[config.mk]
export PLATFORM = sky130hd
export DESIGN_NAME = bem_enable_masks
export DESIGN_NICKNAME = d
export VERILOG_FILES = /design/src/rtl/bem_pkg.sv /design/src/rtl/bem_enable_masks.sv
export VERILOG_INCLUDE_DIRS = /design/src /design/src/rtl
export SDC_FILE = /design/constraint.sdc
export NUM_CORES = 1
export LEC_CHECK = 0
export BUFFER_PORTS_ARGS = -buffer_cell sky130_fd_sc_hd__buf_2
export CORE_ASPECT_RATIO = 0.6
export CORE_MARGIN = 2
export CORE_UTILIZATION = 39
export DETAILED_ROUTE_END_ITERATION = 10
export SYNTH_ARGS = -nofsm -noshare
export SYNTH_HDL_FRONTEND = slang
export SYNTH_SLANG_ARGS = --single-unit
[constraint.sdc]
create_clock -name ref_clk -period 6.07 [get_ports ref_clk]
set_input_delay 1.5175 -clock ref_clk [delete_from_list [all_inputs] [get_ports ref_clk]]
set_output_delay 1.5175 -clock ref_clk [all_outputs]
set_load 0.01 [all_outputs]
[src/rtl/bem_consts.svh]
// What this block does
// [RULE1] Low mask accepts written integers 0 to 255; host keeps values in range.
// [RULE2] High mask accepts 0 to 255, all eight bits written together.
// [RULE3] Written values may carry a fraction; round to integer before storing.
// [RULE4] Both masks clear to zero at power-up.
// [RULE5] Low mask query answers stored value as plain unsigned decimal.
// [RULE6] Low mask bits 0..7 enable bin one..eight, weights 1..128.
// [RULE7] High mask: bits 0-5 bins nine-fourteen, bit 6 out-of-bins, bit 7 failed judgment.
// [RULE8] Header on: answer prefixed with command name; off: number only.
// [RULE9] Variant without bin sorting never raises any masked bin event.
// [RULE10] Each mask bit gates the same-position event into the summary.
`ifndef BEM_CONSTS_SVH
`define BEM_CONSTS_SVH

// ==========================================================
// Reset values and limits
`define BEM_MASK_RST 8'h00
`define BEM_MASK_MAX 8'hFF
`define BEM_ROUND_DIGIT 4'h5

// ==========================================================
// High mask field positions
`define BEM_HIGH_BIN_MSB 5
`define BEM_HIGH_OUT_BIT 6
`define BEM_HIGH_FAIL_BIT 7

// ==========================================================
// Characters of the command text
`define BEM_CH_COLON 8'h3A
`define BEM_CH_E 8'h45
`define BEM_CH_S 8'h53
`define BEM_CH_TWO 8'h32
`define BEM_CH_THREE 8'h33
`define BEM_CH_QUERY 8'h3F
`define BEM_CH_SPACE 8'h20
`define BEM_CH_DOT 8'h2E
`define BEM_CH_ZERO 8'h30
`define BEM_CH_NINE 8'h39
`define BEM_CH_LF 8'h0A
`define BEM_CH_LOW_A 8'h61
`define BEM_CH_LOW_Z 8'h7A
`define BEM_CASE_DIFF 8'h20

// ==========================================================
// Response sequence positions
`define BEM_TX_SEL 4'h4
`define BEM_TX_HUND 4'h6
`define BEM_TX_TENS 4'h7
`define BEM_TX_ONES 4'h8
`define BEM_TX_LF 4'h9

`endif

[src/rtl/bem_pkg.sv]
package bem_pkg;

  typedef struct packed {
    logic failed_judgment_event;
    logic out_of_bins_event;
    logic [13:0] bin_events;
  } bem_events_t;

  typedef struct packed {
    logic [7:0] enabled_low;
    logic [7:0] enabled_high;
    logic summary_low;
    logic summary_high;
  } bem_gated_t;

  typedef enum logic [3:0] {
    P_IDLE = 4'b0000,
    P_E = 4'b0001,
    P_S = 4'b0011,
    P_E2 = 4'b0010,
    P_SEL = 4'b0110,
    P_OP = 4'b0111,
    P_NUM = 4'b0101,
    P_FRAC = 4'b0100,
    P_QEND = 4'b1100,
    P_TX = 4'b1101,
    P_SKIP = 4'b1111
  } bem_pstate_t;

endpackage

[src/rtl/bem_enable_masks.sv]
`include "bem_consts.svh"
`timescale 1ns/1ps
`default_nettype none

module bem_enable_masks import bem_pkg::*; (
  // Clock and reset
  input wire logic ref_clk,
  input wire logic rst,
  // Command text in
  input wire logic [7:0] rx_data,
  input wire logic rx_valid,
  output logic rx_ready,
  // Response text out
  output logic [7:0] tx_data,
  output logic tx_valid,
  input wire logic tx_ready,
  // Mode
  input wire logic header_enable,
  input wire logic bin_present,
  // Events
  input wire bem_events_t events_in,
  output bem_gated_t gated_out
);

  // ==========================================================
  // Character intake
  bem_pstate_t pstate_reg;
  logic [7:0] bin_event_enable_low;
  logic [7:0] bin_event_enable_high;
  logic sel_high_reg;
  logic [7:0] acc_reg;
  logic got_digit_reg;
  logic frac_seen_reg;
  logic round_up_reg;
  logic [3:0] tx_idx_reg;
  logic [7:0] tx_data_reg;
  logic [7:0] ch;
  logic rx_fire;
  logic tx_fire;
  logic is_digit;
  logic [3:0] digit;
  logic [11:0] acc_next;
  logic commit;
  logic [7:0] rounded;
  logic query_done;
  logic [7:0] sel_val;
  logic [3:0] d_hund;
  logic [3:0] d_tens;
  logic [3:0] d_ones;
  logic [3:0] first_idx;
  logic tx_last;

  // Lower case letters are folded so commands are case-blind
  always_comb begin
    if (rx_data >= `BEM_CH_LOW_A && rx_data <= `BEM_CH_LOW_Z) begin
      ch = rx_data - `BEM_CASE_DIFF;
    end else begin
      ch = rx_data;
    end
  end

  // Intake stalls while a response is going out
  assign rx_ready = (pstate_reg != P_TX);
  assign rx_fire = rx_valid && rx_ready;
  assign tx_valid = (pstate_reg == P_TX);
  assign tx_fire = tx_valid && tx_ready;
  assign tx_data = tx_data_reg;
  assign tx_last = (tx_idx_reg == `BEM_TX_LF);
  assign is_digit = (ch >= `BEM_CH_ZERO) && (ch <= `BEM_CH_NINE);
  assign digit = 4'(ch - `BEM_CH_ZERO);
  assign acc_next = 12'(acc_reg) * 12'd10 + 12'(digit);
  assign commit = rx_fire && (ch == `BEM_CH_LF) && got_digit_reg &&
                  ((pstate_reg == P_NUM) || (pstate_reg == P_FRAC));
  assign query_done = rx_fire && (ch == `BEM_CH_LF) && (pstate_reg == P_QEND);

  function automatic bem_pstate_t bad_char(input logic [7:0] c);
    bad_char = (c == `BEM_CH_LF) ? P_IDLE : P_SKIP;
  endfunction

  // ==========================================================
  // Command parser
  always_ff @(posedge ref_clk) begin
    if (rst) begin
      pstate_reg <= P_IDLE;
      sel_high_reg <= 1'b0;
    end else if (tx_fire && tx_last) begin
      pstate_reg <= P_IDLE;
    end else if (rx_fire) begin
      case (pstate_reg)
        P_IDLE: begin
          if (ch == `BEM_CH_COLON) pstate_reg <= P_E;
        end
        P_E: begin
          pstate_reg <= (ch == `BEM_CH_E) ? P_S : bad_char(ch);
        end
        P_S: begin
          pstate_reg <= (ch == `BEM_CH_S) ? P_E2 : bad_char(ch);
        end
        P_E2: begin
          pstate_reg <= (ch == `BEM_CH_E) ? P_SEL : bad_char(ch);
        end
        P_SEL: begin
          if (ch == `BEM_CH_TWO || ch == `BEM_CH_THREE) begin
            sel_high_reg <= (ch == `BEM_CH_THREE);
            pstate_reg <= P_OP;
          end else begin
            pstate_reg <= bad_char(ch);
          end
        end
        P_OP: begin
          if (ch == `BEM_CH_QUERY) pstate_reg <= P_QEND;
          else if (ch == `BEM_CH_SPACE) pstate_reg <= P_NUM;
          else pstate_reg <= bad_char(ch);
        end
        P_NUM: begin
          if (ch == `BEM_CH_DOT) pstate_reg <= P_FRAC;
          else if (ch == `BEM_CH_LF) pstate_reg <= P_IDLE;
          else if (!is_digit && !(ch == `BEM_CH_SPACE && !got_digit_reg)) pstate_reg <= P_SKIP;
        end
        P_FRAC: begin
          if (ch == `BEM_CH_LF) pstate_reg <= P_IDLE;
          else if (!is_digit) pstate_reg <= P_SKIP;
        end
        P_QEND: begin
          if (ch == `BEM_CH_LF) pstate_reg <= P_TX;
          else if (ch != `BEM_CH_SPACE) pstate_reg <= P_SKIP;
        end
        P_SKIP: begin
          if (ch == `BEM_CH_LF) pstate_reg <= P_IDLE;
        end
        default: begin
          pstate_reg <= P_IDLE;
        end
      endcase
    end
  end

  // ==========================================================
  // Numeric value gathering
  // [RULE3] fraction rounding
  always_ff @(posedge ref_clk) begin
    if (rst || (rx_fire && pstate_reg == P_OP)) begin
      acc_reg <= `BEM_MASK_RST;
      got_digit_reg <= 1'b0;
      frac_seen_reg <= 1'b0;
      round_up_reg <= 1'b0;
    end else if (rx_fire && is_digit && pstate_reg == P_NUM) begin
      // Saturate rather than wrap so out-of-range input cannot alias
      acc_reg <= (acc_next > 12'(`BEM_MASK_MAX)) ? `BEM_MASK_MAX : acc_next[7:0];
      got_digit_reg <= 1'b1;
    end else if (rx_fire && is_digit && pstate_reg == P_FRAC && !frac_seen_reg) begin
      round_up_reg <= (digit >= `BEM_ROUND_DIGIT);
      frac_seen_reg <= 1'b1;
      got_digit_reg <= 1'b1;
    end
  end

  assign rounded = (round_up_reg && acc_reg != `BEM_MASK_MAX) ? acc_reg + 8'h01 : acc_reg;

  // ==========================================================
  // Mask registers
  // [RULE4] power-up clear
  always_ff @(posedge ref_clk) begin
    if (rst) begin
      bin_event_enable_low <= `BEM_MASK_RST;
      bin_event_enable_high <= `BEM_MASK_RST;
    end else if (commit) begin
      // [RULE1] low mask write
      if (!sel_high_reg) bin_event_enable_low <= rounded;
      // [RULE2] high mask write
      if (sel_high_reg) bin_event_enable_high <= rounded;
    end
  end

  // ==========================================================
  // Response text
  // [RULE5] plain decimal answer
  assign sel_val = sel_high_reg ? bin_event_enable_high : bin_event_enable_low;
  assign d_hund = 4'(sel_val / 8'd100);
  assign d_tens = 4'((sel_val / 8'd10) % 8'd10);
  assign d_ones = 4'(sel_val % 8'd10);
  // Leading zeros are suppressed so zero answers as a single digit
  assign first_idx = (d_hund != 4'h0) ? `BEM_TX_HUND :
                     (d_tens != 4'h0) ? `BEM_TX_TENS : `BEM_TX_ONES;

  function automatic logic [7:0] tx_char(input logic [3:0] idx, input logic [3:0] h,
                                         input logic [3:0] t, input logic [3:0] o,
                                         input logic hi);
    case (idx)
      4'h0: tx_char = `BEM_CH_COLON;
      4'h1: tx_char = `BEM_CH_E;
      4'h2: tx_char = `BEM_CH_S;
      4'h3: tx_char = `BEM_CH_E;
      `BEM_TX_SEL: tx_char = hi ? `BEM_CH_THREE : `BEM_CH_TWO;
      4'h5: tx_char = `BEM_CH_SPACE;
      `BEM_TX_HUND: tx_char = `BEM_CH_ZERO + 8'(h);
      `BEM_TX_TENS: tx_char = `BEM_CH_ZERO + 8'(t);
      `BEM_TX_ONES: tx_char = `BEM_CH_ZERO + 8'(o);
      default: tx_char = `BEM_CH_LF;
    endcase
  endfunction

  always_ff @(posedge ref_clk) begin
    if (rst) begin
      tx_idx_reg <= 4'h0;
      tx_data_reg <= `BEM_CH_LF;
    end else if (query_done) begin
      // [RULE8] header echo choice
      if (header_enable) begin
        tx_idx_reg <= 4'h0;
        tx_data_reg <= `BEM_CH_COLON;
      end else begin
        tx_idx_reg <= first_idx;
        tx_data_reg <= tx_char(first_idx, d_hund, d_tens, d_ones, sel_high_reg);
      end
    end else if (tx_fire && !tx_last) begin
      if (tx_idx_reg == 4'h5) begin
        tx_idx_reg <= first_idx;
        tx_data_reg <= tx_char(first_idx, d_hund, d_tens, d_ones, sel_high_reg);
      end else begin
        tx_idx_reg <= tx_idx_reg + 4'h1;
        tx_data_reg <= tx_char(tx_idx_reg + 4'h1, d_hund, d_tens, d_ones, sel_high_reg);
      end
    end
  end

  // ==========================================================
  // Event gating
  // [RULE10] per-bit enable gating
  always_ff @(posedge ref_clk) begin
    if (rst) begin
      gated_out <= '0;
    end else if (!bin_present) begin
      // [RULE9] no bin events without sorting
      gated_out <= '0;
    end else begin
      // [RULE6] bins one to eight
      gated_out.enabled_low <= events_in.bin_events[7:0] & bin_event_enable_low;
      // [RULE7] bins nine up, out, failed
      gated_out.enabled_high <= {events_in.failed_judgment_event, events_in.out_of_bins_event,
                                 events_in.bin_events[13:8]} & bin_event_enable_high;
      gated_out.summary_low <= |(events_in.bin_events[7:0] & bin_event_enable_low);
      gated_out.summary_high <= |({events_in.failed_judgment_event, events_in.out_of_bins_event,
                                   events_in.bin_events[13:8]} & bin_event_enable_high);
    end
  end

  // ==========================================================
  // Checks
  a_masks_reset: assert property (@(posedge ref_clk) rst |=> // [RULE4]
    bin_event_enable_low == 8'h00 && bin_event_enable_high == 8'h00)
    else $error("masks not zero after reset");
  a_low_write: assert property (@(posedge ref_clk) disable iff (rst) // [RULE1]
    commit && !sel_high_reg |=> bin_event_enable_low == $past(rounded) && $stable(bin_event_enable_high))
    else $error("low mask write wrong");
  a_high_round: assert property (@(posedge ref_clk) disable iff (rst) // [RULE3]
    commit && sel_high_reg && round_up_reg && acc_reg != 8'hFF |=> bin_event_enable_high == $past(acc_reg) + 8'h01)
    else $error("high mask rounding wrong");
  a_high_write: assert property (@(posedge ref_clk) disable iff (rst) // [RULE2]
    commit && sel_high_reg |=> bin_event_enable_high == $past(rounded) && $stable(bin_event_enable_low))
    else $error("high mask write wrong");
  a_low_gate: assert property (@(posedge ref_clk) disable iff (rst) // [RULE6]
    bin_present |=> gated_out.enabled_low == ($past(events_in.bin_events[7:0]) & $past(bin_event_enable_low)))
    else $error("low gating wrong");
  a_fail_gate: assert property (@(posedge ref_clk) disable iff (rst) // [RULE7]
    bin_present && events_in.failed_judgment_event && bin_event_enable_high[7] |=> gated_out.enabled_high[7]
    && gated_out.summary_high)
    else $error("failed judgment not passed");
  a_no_bins: assert property (@(posedge ref_clk) disable iff (rst) // [RULE9]
    !bin_present |=> gated_out == '0)
    else $error("event raised without sorting");
  a_summary_off: assert property (@(posedge ref_clk) disable iff (rst) // [RULE10]
    bin_event_enable_low == 8'h00 |=> !gated_out.summary_low)
    else $error("summary raised while masked");
  a_header_first: assert property (@(posedge ref_clk) disable iff (rst) // [RULE8]
    query_done |=> (tx_data == 8'h3A) == $past(header_enable) && tx_valid)
    else $error("header echo wrong");
  a_answer_ends: assert property (@(posedge ref_clk) disable iff (rst) // [RULE5]
    tx_fire && tx_last |=> pstate_reg == P_IDLE && !tx_valid)
    else $error("response did not end");

endmodule

`default_nettype wire

**Word level (Yosys, flattened, before mapping)**

Index checks and enable logic that the tools add are counted.

- Bits in registers: 62
- Bits of input ports: 30

- Add/sub/neg operators: 8
- Multiply operators: 1
- Div/mod/pow operators: 4
- Order comparisons: 6
- Equality and inequality tests: 45
- Mux-type cells: 36
- Bitwise logic cells: 6
- Reduce and logical (&&, ||, !) cells: 44

Operators by type and width:

| kind | count |
|---|---|
| 7-bit case mux with 8 select lines | 2 |
| 4-bit two-way mux | 22 |
| 8-bit two-way mux | 7 |
| 4-bit by 3-bit == test with 1-bit output (second input constant) | 13 |
| 8-bit by 6-bit == test with 1-bit output (second input constant) | 6 |
| 4-bit case mux with 10 select lines | 1 |
| 4-bit by 2-bit == test with 1-bit output (second input constant) | 6 |
| 4-bit == test (second input constant) | 6 |
| 6-bit by 4-bit adder with 7-bit output (first input constant) | 3 |
| 1-bit logical AND | 18 |
| 8-bit AND | 2 |
| 8-bit by 7-bit == test with 1-bit output (second input constant) | 2 |
| 8-bit by 4-bit modulo with 8-bit output (second input constant) | 2 |
| 8-bit OR reduction | 2 |
| 12-bit by 4-bit adder with 12-bit output | 1 |
| 4-bit by 1-bit == test with 1-bit output (second input constant) | 3 |
| 12-bit by 8-bit > comparator with 1-bit output (second input constant) | 1 |
| 4-bit logical NOT | 3 |
| 8-bit by 3-bit multiplier with 11-bit output (second input constant) | 1 |
| 8-bit by 1-bit adder with 8-bit output (second input constant) | 1 |
| 8-bit by 4-bit divider with 8-bit output (second input constant) | 1 |
| 8-bit by 7-bit divider with 8-bit output (second input constant) | 1 |
| 8-bit by 4-bit == test with 1-bit output (second input constant) | 1 |
| 8-bit by 6-bit >= comparator with 1-bit output (second input constant) | 1 |
| other kinds (25) | 44 |

**Longest topological paths before layout**

- Word-level depth: 12
- Mapped depth: 23

**Worst setup path after synthesis**

No wires, ideal clock.

- Kind: register to register
- From: reg sel_high_reg
- To: reg tx_idx_reg[0]
- Library setup time: 0.112 ns
- Arrival time: 4.929 ns
- Data required time: 5.958 ns
- Slack: 1.029 ns
- Stages on the path, launching flop included: 24
- Buffers on the path: 4
- Cell sequence: dfxtp_1 -> buf_6 -> mux2i_1 -> clkbuf_1 -> clkinv_1 -> ha_1 -> nor2_1 -> a211oi_1 -> a211oi_2 -> buf_4 -> nor3_1 -> o22ai_2 -> buf_6 -> inv_2 -> ha_1 -> nand2b_1 -> or3_1 -> nand3b_1 -> or4b_1 -> o21ai_2 -> o2bb2ai_2 -> o21bai_4 -> a31oi_1 -> a2111oi_1

- Word-level cells in the longest chain between the ends: 9

Ends and longest elaborated chain:

| item | line | RTL |
|---|---|---|
| start, declared | bem_enable_masks.sv:30 | `logic sel_high_reg;` |
| start signal, assigned | bem_enable_masks.sv:104 | `` sel_high_reg <= (ch == `BEM_CH_THREE); `` |
| 8-bit two-way mux * | bem_enable_masks.sv:178 | `assign sel_val = sel_high_reg ? bin_event_enable_high : bin_event_enable_low;` |
| 8-bit by 4-bit divider with 8-bit output | bem_enable_masks.sv:180 | `assign d_tens = 4'((sel_val / 8'd10) % 8'd10);` |
| 8-bit by 4-bit modulo with 8-bit output | bem_enable_masks.sv:180 |  |
| 4-bit nonzero test | bem_enable_masks.sv:184 | `` (d_tens != 4'h0) ? `BEM_TX_TENS : `BEM_TX_ONES; `` |
| 4-bit two-way mux (no source line) | -- |  |
| 4-bit two-way mux (no source line) * | -- |  |
| 4-bit two-way mux | bem_enable_masks.sv:217 | `if (tx_idx_reg == 4'h5) begin` |
| 4-bit two-way mux | bem_enable_masks.sv:216 | `end else if (tx_fire && !tx_last) begin` |
| 4-bit two-way mux * | bem_enable_masks.sv:207 | `end else if (query_done) begin` |
| end signal, assigned | bem_enable_masks.sv:213 | `tx_idx_reg <= first_idx;` |
| end signal, assigned | bem_enable_masks.sv:218 | `tx_idx_reg <= first_idx;` |
| end signal, assigned | bem_enable_masks.sv:221 | `tx_idx_reg <= tx_idx_reg + 4'h1;` |
| end, declared | bem_enable_masks.sv:35 | `logic [3:0] tx_idx_reg;` |

Mark *: on every way between the ends. The rest lies on a longest branch, timed or not. The select of a mux whose other input is x is not followed.
A chain may end at the register's enable or synchronous reset.

**Worst setup path after layout**

Ends and elaborated chain as after synthesis.

==> results.md <==
- Status: finished, final reports clean
- Row Count: 31
- Post-synth ARST share: 0%
- Wire length per cell: 16.1 um
- Total Power: 991 uW
- Hold Path Origin: frac_seen_reg
- Residual DRC: 0
- Vias per cell: 5.79
- Layout cell share with drive strength beyond 1: 16.4%
- Top cell type's share of synthesized area: 24.8%
- Hold depth: 1
- Power Density: 177 mW/mm2
- Antenna-violating nets left: 0
- # Post-CTS Setup Buffers: 0
- CTS sink count: 61
- Dpl cell area: 0.00531 mm2
- Max rail drop VDD: 0.000114 V
- Clock Tree Buf Depth: 2
- Hold Path Class: register to register
- Number of global-route vias before repair: 4565
- CTS tree: built
- Worst-path clk slew: 0.06 ns
- # setup viols final: 0
- DP HPWL: 10.6 mm
- CTS buffer count: 9
- Filler cells: 1223
- Fin cells: 855
- R2r startpoint: sel_high_reg
- Maximum number of pins on one net before global-route repair: 32
- Antenna violations before repair: 0
- Crit start category: register
- Worst endpoint required time: 6.28 ns
- Worst slew pin tran: 1.01 ns
- Nets: 747
- Post-Syn Area: 0.00493 mm2
- Synth unique cells: 82
- Root Driver: clkbuf_16
- N_diodes: 0
- Vias: 4954
- Grt total ovfl: 0
- Leakage: 2.18 nW
- Core area: 0.0122 mm2
- Mean Syn Cell Area: 7.66 um2
- Max Fclk: 175 MHz
- Setup slack after placement: 0.353 ns
- Endpoint type of the worst setup path: register
- Setup ws final: 0.350 ns
- Area Growth Syn to Fin: 13.8%
- Port buffer count: 56
- CP Max Fanout: 14
- WHS Endpoint: frac_seen_reg
- Max Slew Vio Count: 0
- Largest register by flop count: gated_out
- Setup TNS: 0 ns
- Die outline area: 0.0136 mm2
- Max FFs per register: 18
- Die Wd: 149 um
- Hold Vio Cnt, Final: 0
- Synth Flop Type: dfxtp_1
- Reg2Reg Depth: 21
- Final core utilization: 46.0%
- Die Height: 91.1 um
- Gr usage total: 20.5%
- Starting Density: 40.4%
- Initial DRC Count: 307
- Post-synth top area cell: dfxtp_1
- Post-Place Cells: 839
- Final min period: 5.72 ns
- Routed wire length: 13.8 mm
- MaxCap Viol Count: 0
- Yosys reg bits: 61
- Worst-Skew Late Latency: 0.34 ns
- Design area: 0.00561 mm2
- Syn nets: 705
- Reg2reg end: tx_idx_reg[0]
- Pre-antenna DRT Iters: 5
- Max_slew headroom: 32.2%
- First-pass GRT wire length: 22.7 mm
- Skew final: 0.00615 ns
- Seq/Total Area, Yosys: 24.8%
- GPL Wtd Cong: 0.936
- Ports: 58
- Gate Count Post-Synth: 643
- WHS: 0.475 ns
- Tcrit/Tclk final: 94.2%
- Crit Path Category: register to register
- Worst Path Arrival: 5.93 ns
- EDFF count, synth: 0
- YS warnings: 0
- Top cells by area, synth: dfxtp_1 (25%), ha_1 (7.6%), nor2_1 (6.9%), nand2_1 (4.7%), a21oi_1 (4.4%)
- H-tree levels: 3
- Worst R2R Setup Slack: 0.35 ns
==> power by group <==
| part | internal (mW) | leakage, nW | switching [mW] | total [mW] |
|---|---|---|---|---|
| Clock | 0.277 | 0.132 | 0.197 | 0.474 |
| Combinational | 0.0359 | 1.56 | 0.0541 | 0.0899 |
| Sequential | 0.407 | 0.492 | 0.0203 | 0.427 |
| Total | 0.720 | 2.18 | 0.272 | 0.991 |
==> worst max-delay path by stage <==
| stage | slack, ns | cells after the start | endpoint | from |
|---|---|---|---|---|
| after detailed placement | 0.35 | 20 | tx_idx_reg[0] | sel_high_reg |
| after global placement | 0.64 | 21 | tx_idx_reg[0] | sel_high_reg |
| final | 0.35 | 21 | tx_idx_reg[0] | sel_high_reg |
| after global routing | -0.03 | 21 | tx_idx_reg[0] | sel_high_reg |
| after floorplan | 1.03 | 23 | tx_idx_reg[0] | sel_high_reg |
| after CTS | 0.32 | 20 | tx_idx_reg[0] | sel_high_reg |
==> area by class of cell <==
class                      instances  area [um2]  area share [%]
multi-input combinational        528        3490            62.3
timing repair buffer              61         318            5.67
clock buffer                       9         225            4.02
inverter                          24        90.1            1.61
clock inverter                     7        51.3           0.915
tap                              165         206            3.68
sequential                        61        1220            21.8
==> critical path: stages (launching register included) <==
cell and delay [ns]:
dfxtp_1 0.69, mux2i_1 0.28, buf_4 0.22, clkinv_1 0.27
ha_1 0.30, nor2_1 0.25, a211oi_1 0.14, a211oi_2 0.21
buf_4 0.22, nor3_1 0.11, o22ai_4 0.40, inv_2 0.12
ha_1 0.21, nand2b_1 0.15, or3_1 0.35, nand3b_1 0.14
or4b_1 0.47, o21ai_2 0.22, o2bb2ai_2 0.13, o21bai_4 0.18
a31oi_1 0.11, a2111oi_1 0.42
==> what timing repair did <==
item,in CTS,in global routing
resized for setup,0,2
endpoints found under the setup margin,0,2
hold buffers,0,0
==> cell usage after synthesis, drive strengths merged, types with 6 or more instances <==
cell type,n
nor2,91
nand2,62
dfxtp,61
a21oi,44
o21ai,38
ha,30
nor3,25
clkbuf,23
inv,23
mux2i,23
nand3,19
a211oi,17
nand4,13
nand2b,12
xnor2,9
xor2,9
and2,8
nor4,8
o221a,8
buf,7
nor2b,7
o22ai,7
or3,7
a221oi,6
a31oi,6
o21a,6
==> cell usage in the layout (no fill, tap or decap), types with 12 or more instances in the layout <==
cell type	count
nand2_1	62
nand2b_1	12
a211oi_1	14
nand3_1	19
inv_1	20
ha_1	30
dfxtp_1	61
buf_2	56
a21oi_1	43
o21ai_0	33
nand4_1	13
nor3_1	24
mux2i_1	20
nor2_1	91
==> cell families (layout without fill, tap and decap cells) <==
logic type | after synthesis | after routing | synth area share, %
simple gates | 270 | 270 | 27.0
compound gates | 179 | 179 | 25.8
flops | 61 | 61 | 24.8
buf+inv | 54 | 101 | 4.60
fa+ha+maj | 32 | 32 | 8.43
mux | 28 | 28 | 6.12
xor+xnor | 18 | 18 | 3.20
other cells | 1 | 1 | 0.0761
==> per-layer routing <==
metal | wire length [um] | vias up | global-route usage, %
met2 | 5300 | 202 | 28.6
met3 | 1110 | 15 | 4.62
met5 | 0 | - | 0
met4 | 120 | 0 | 4.21
met1 | 7240 | 2283 | 31.6
li1 | - | 2454 | -
Power figures use the tool's default switching activity.
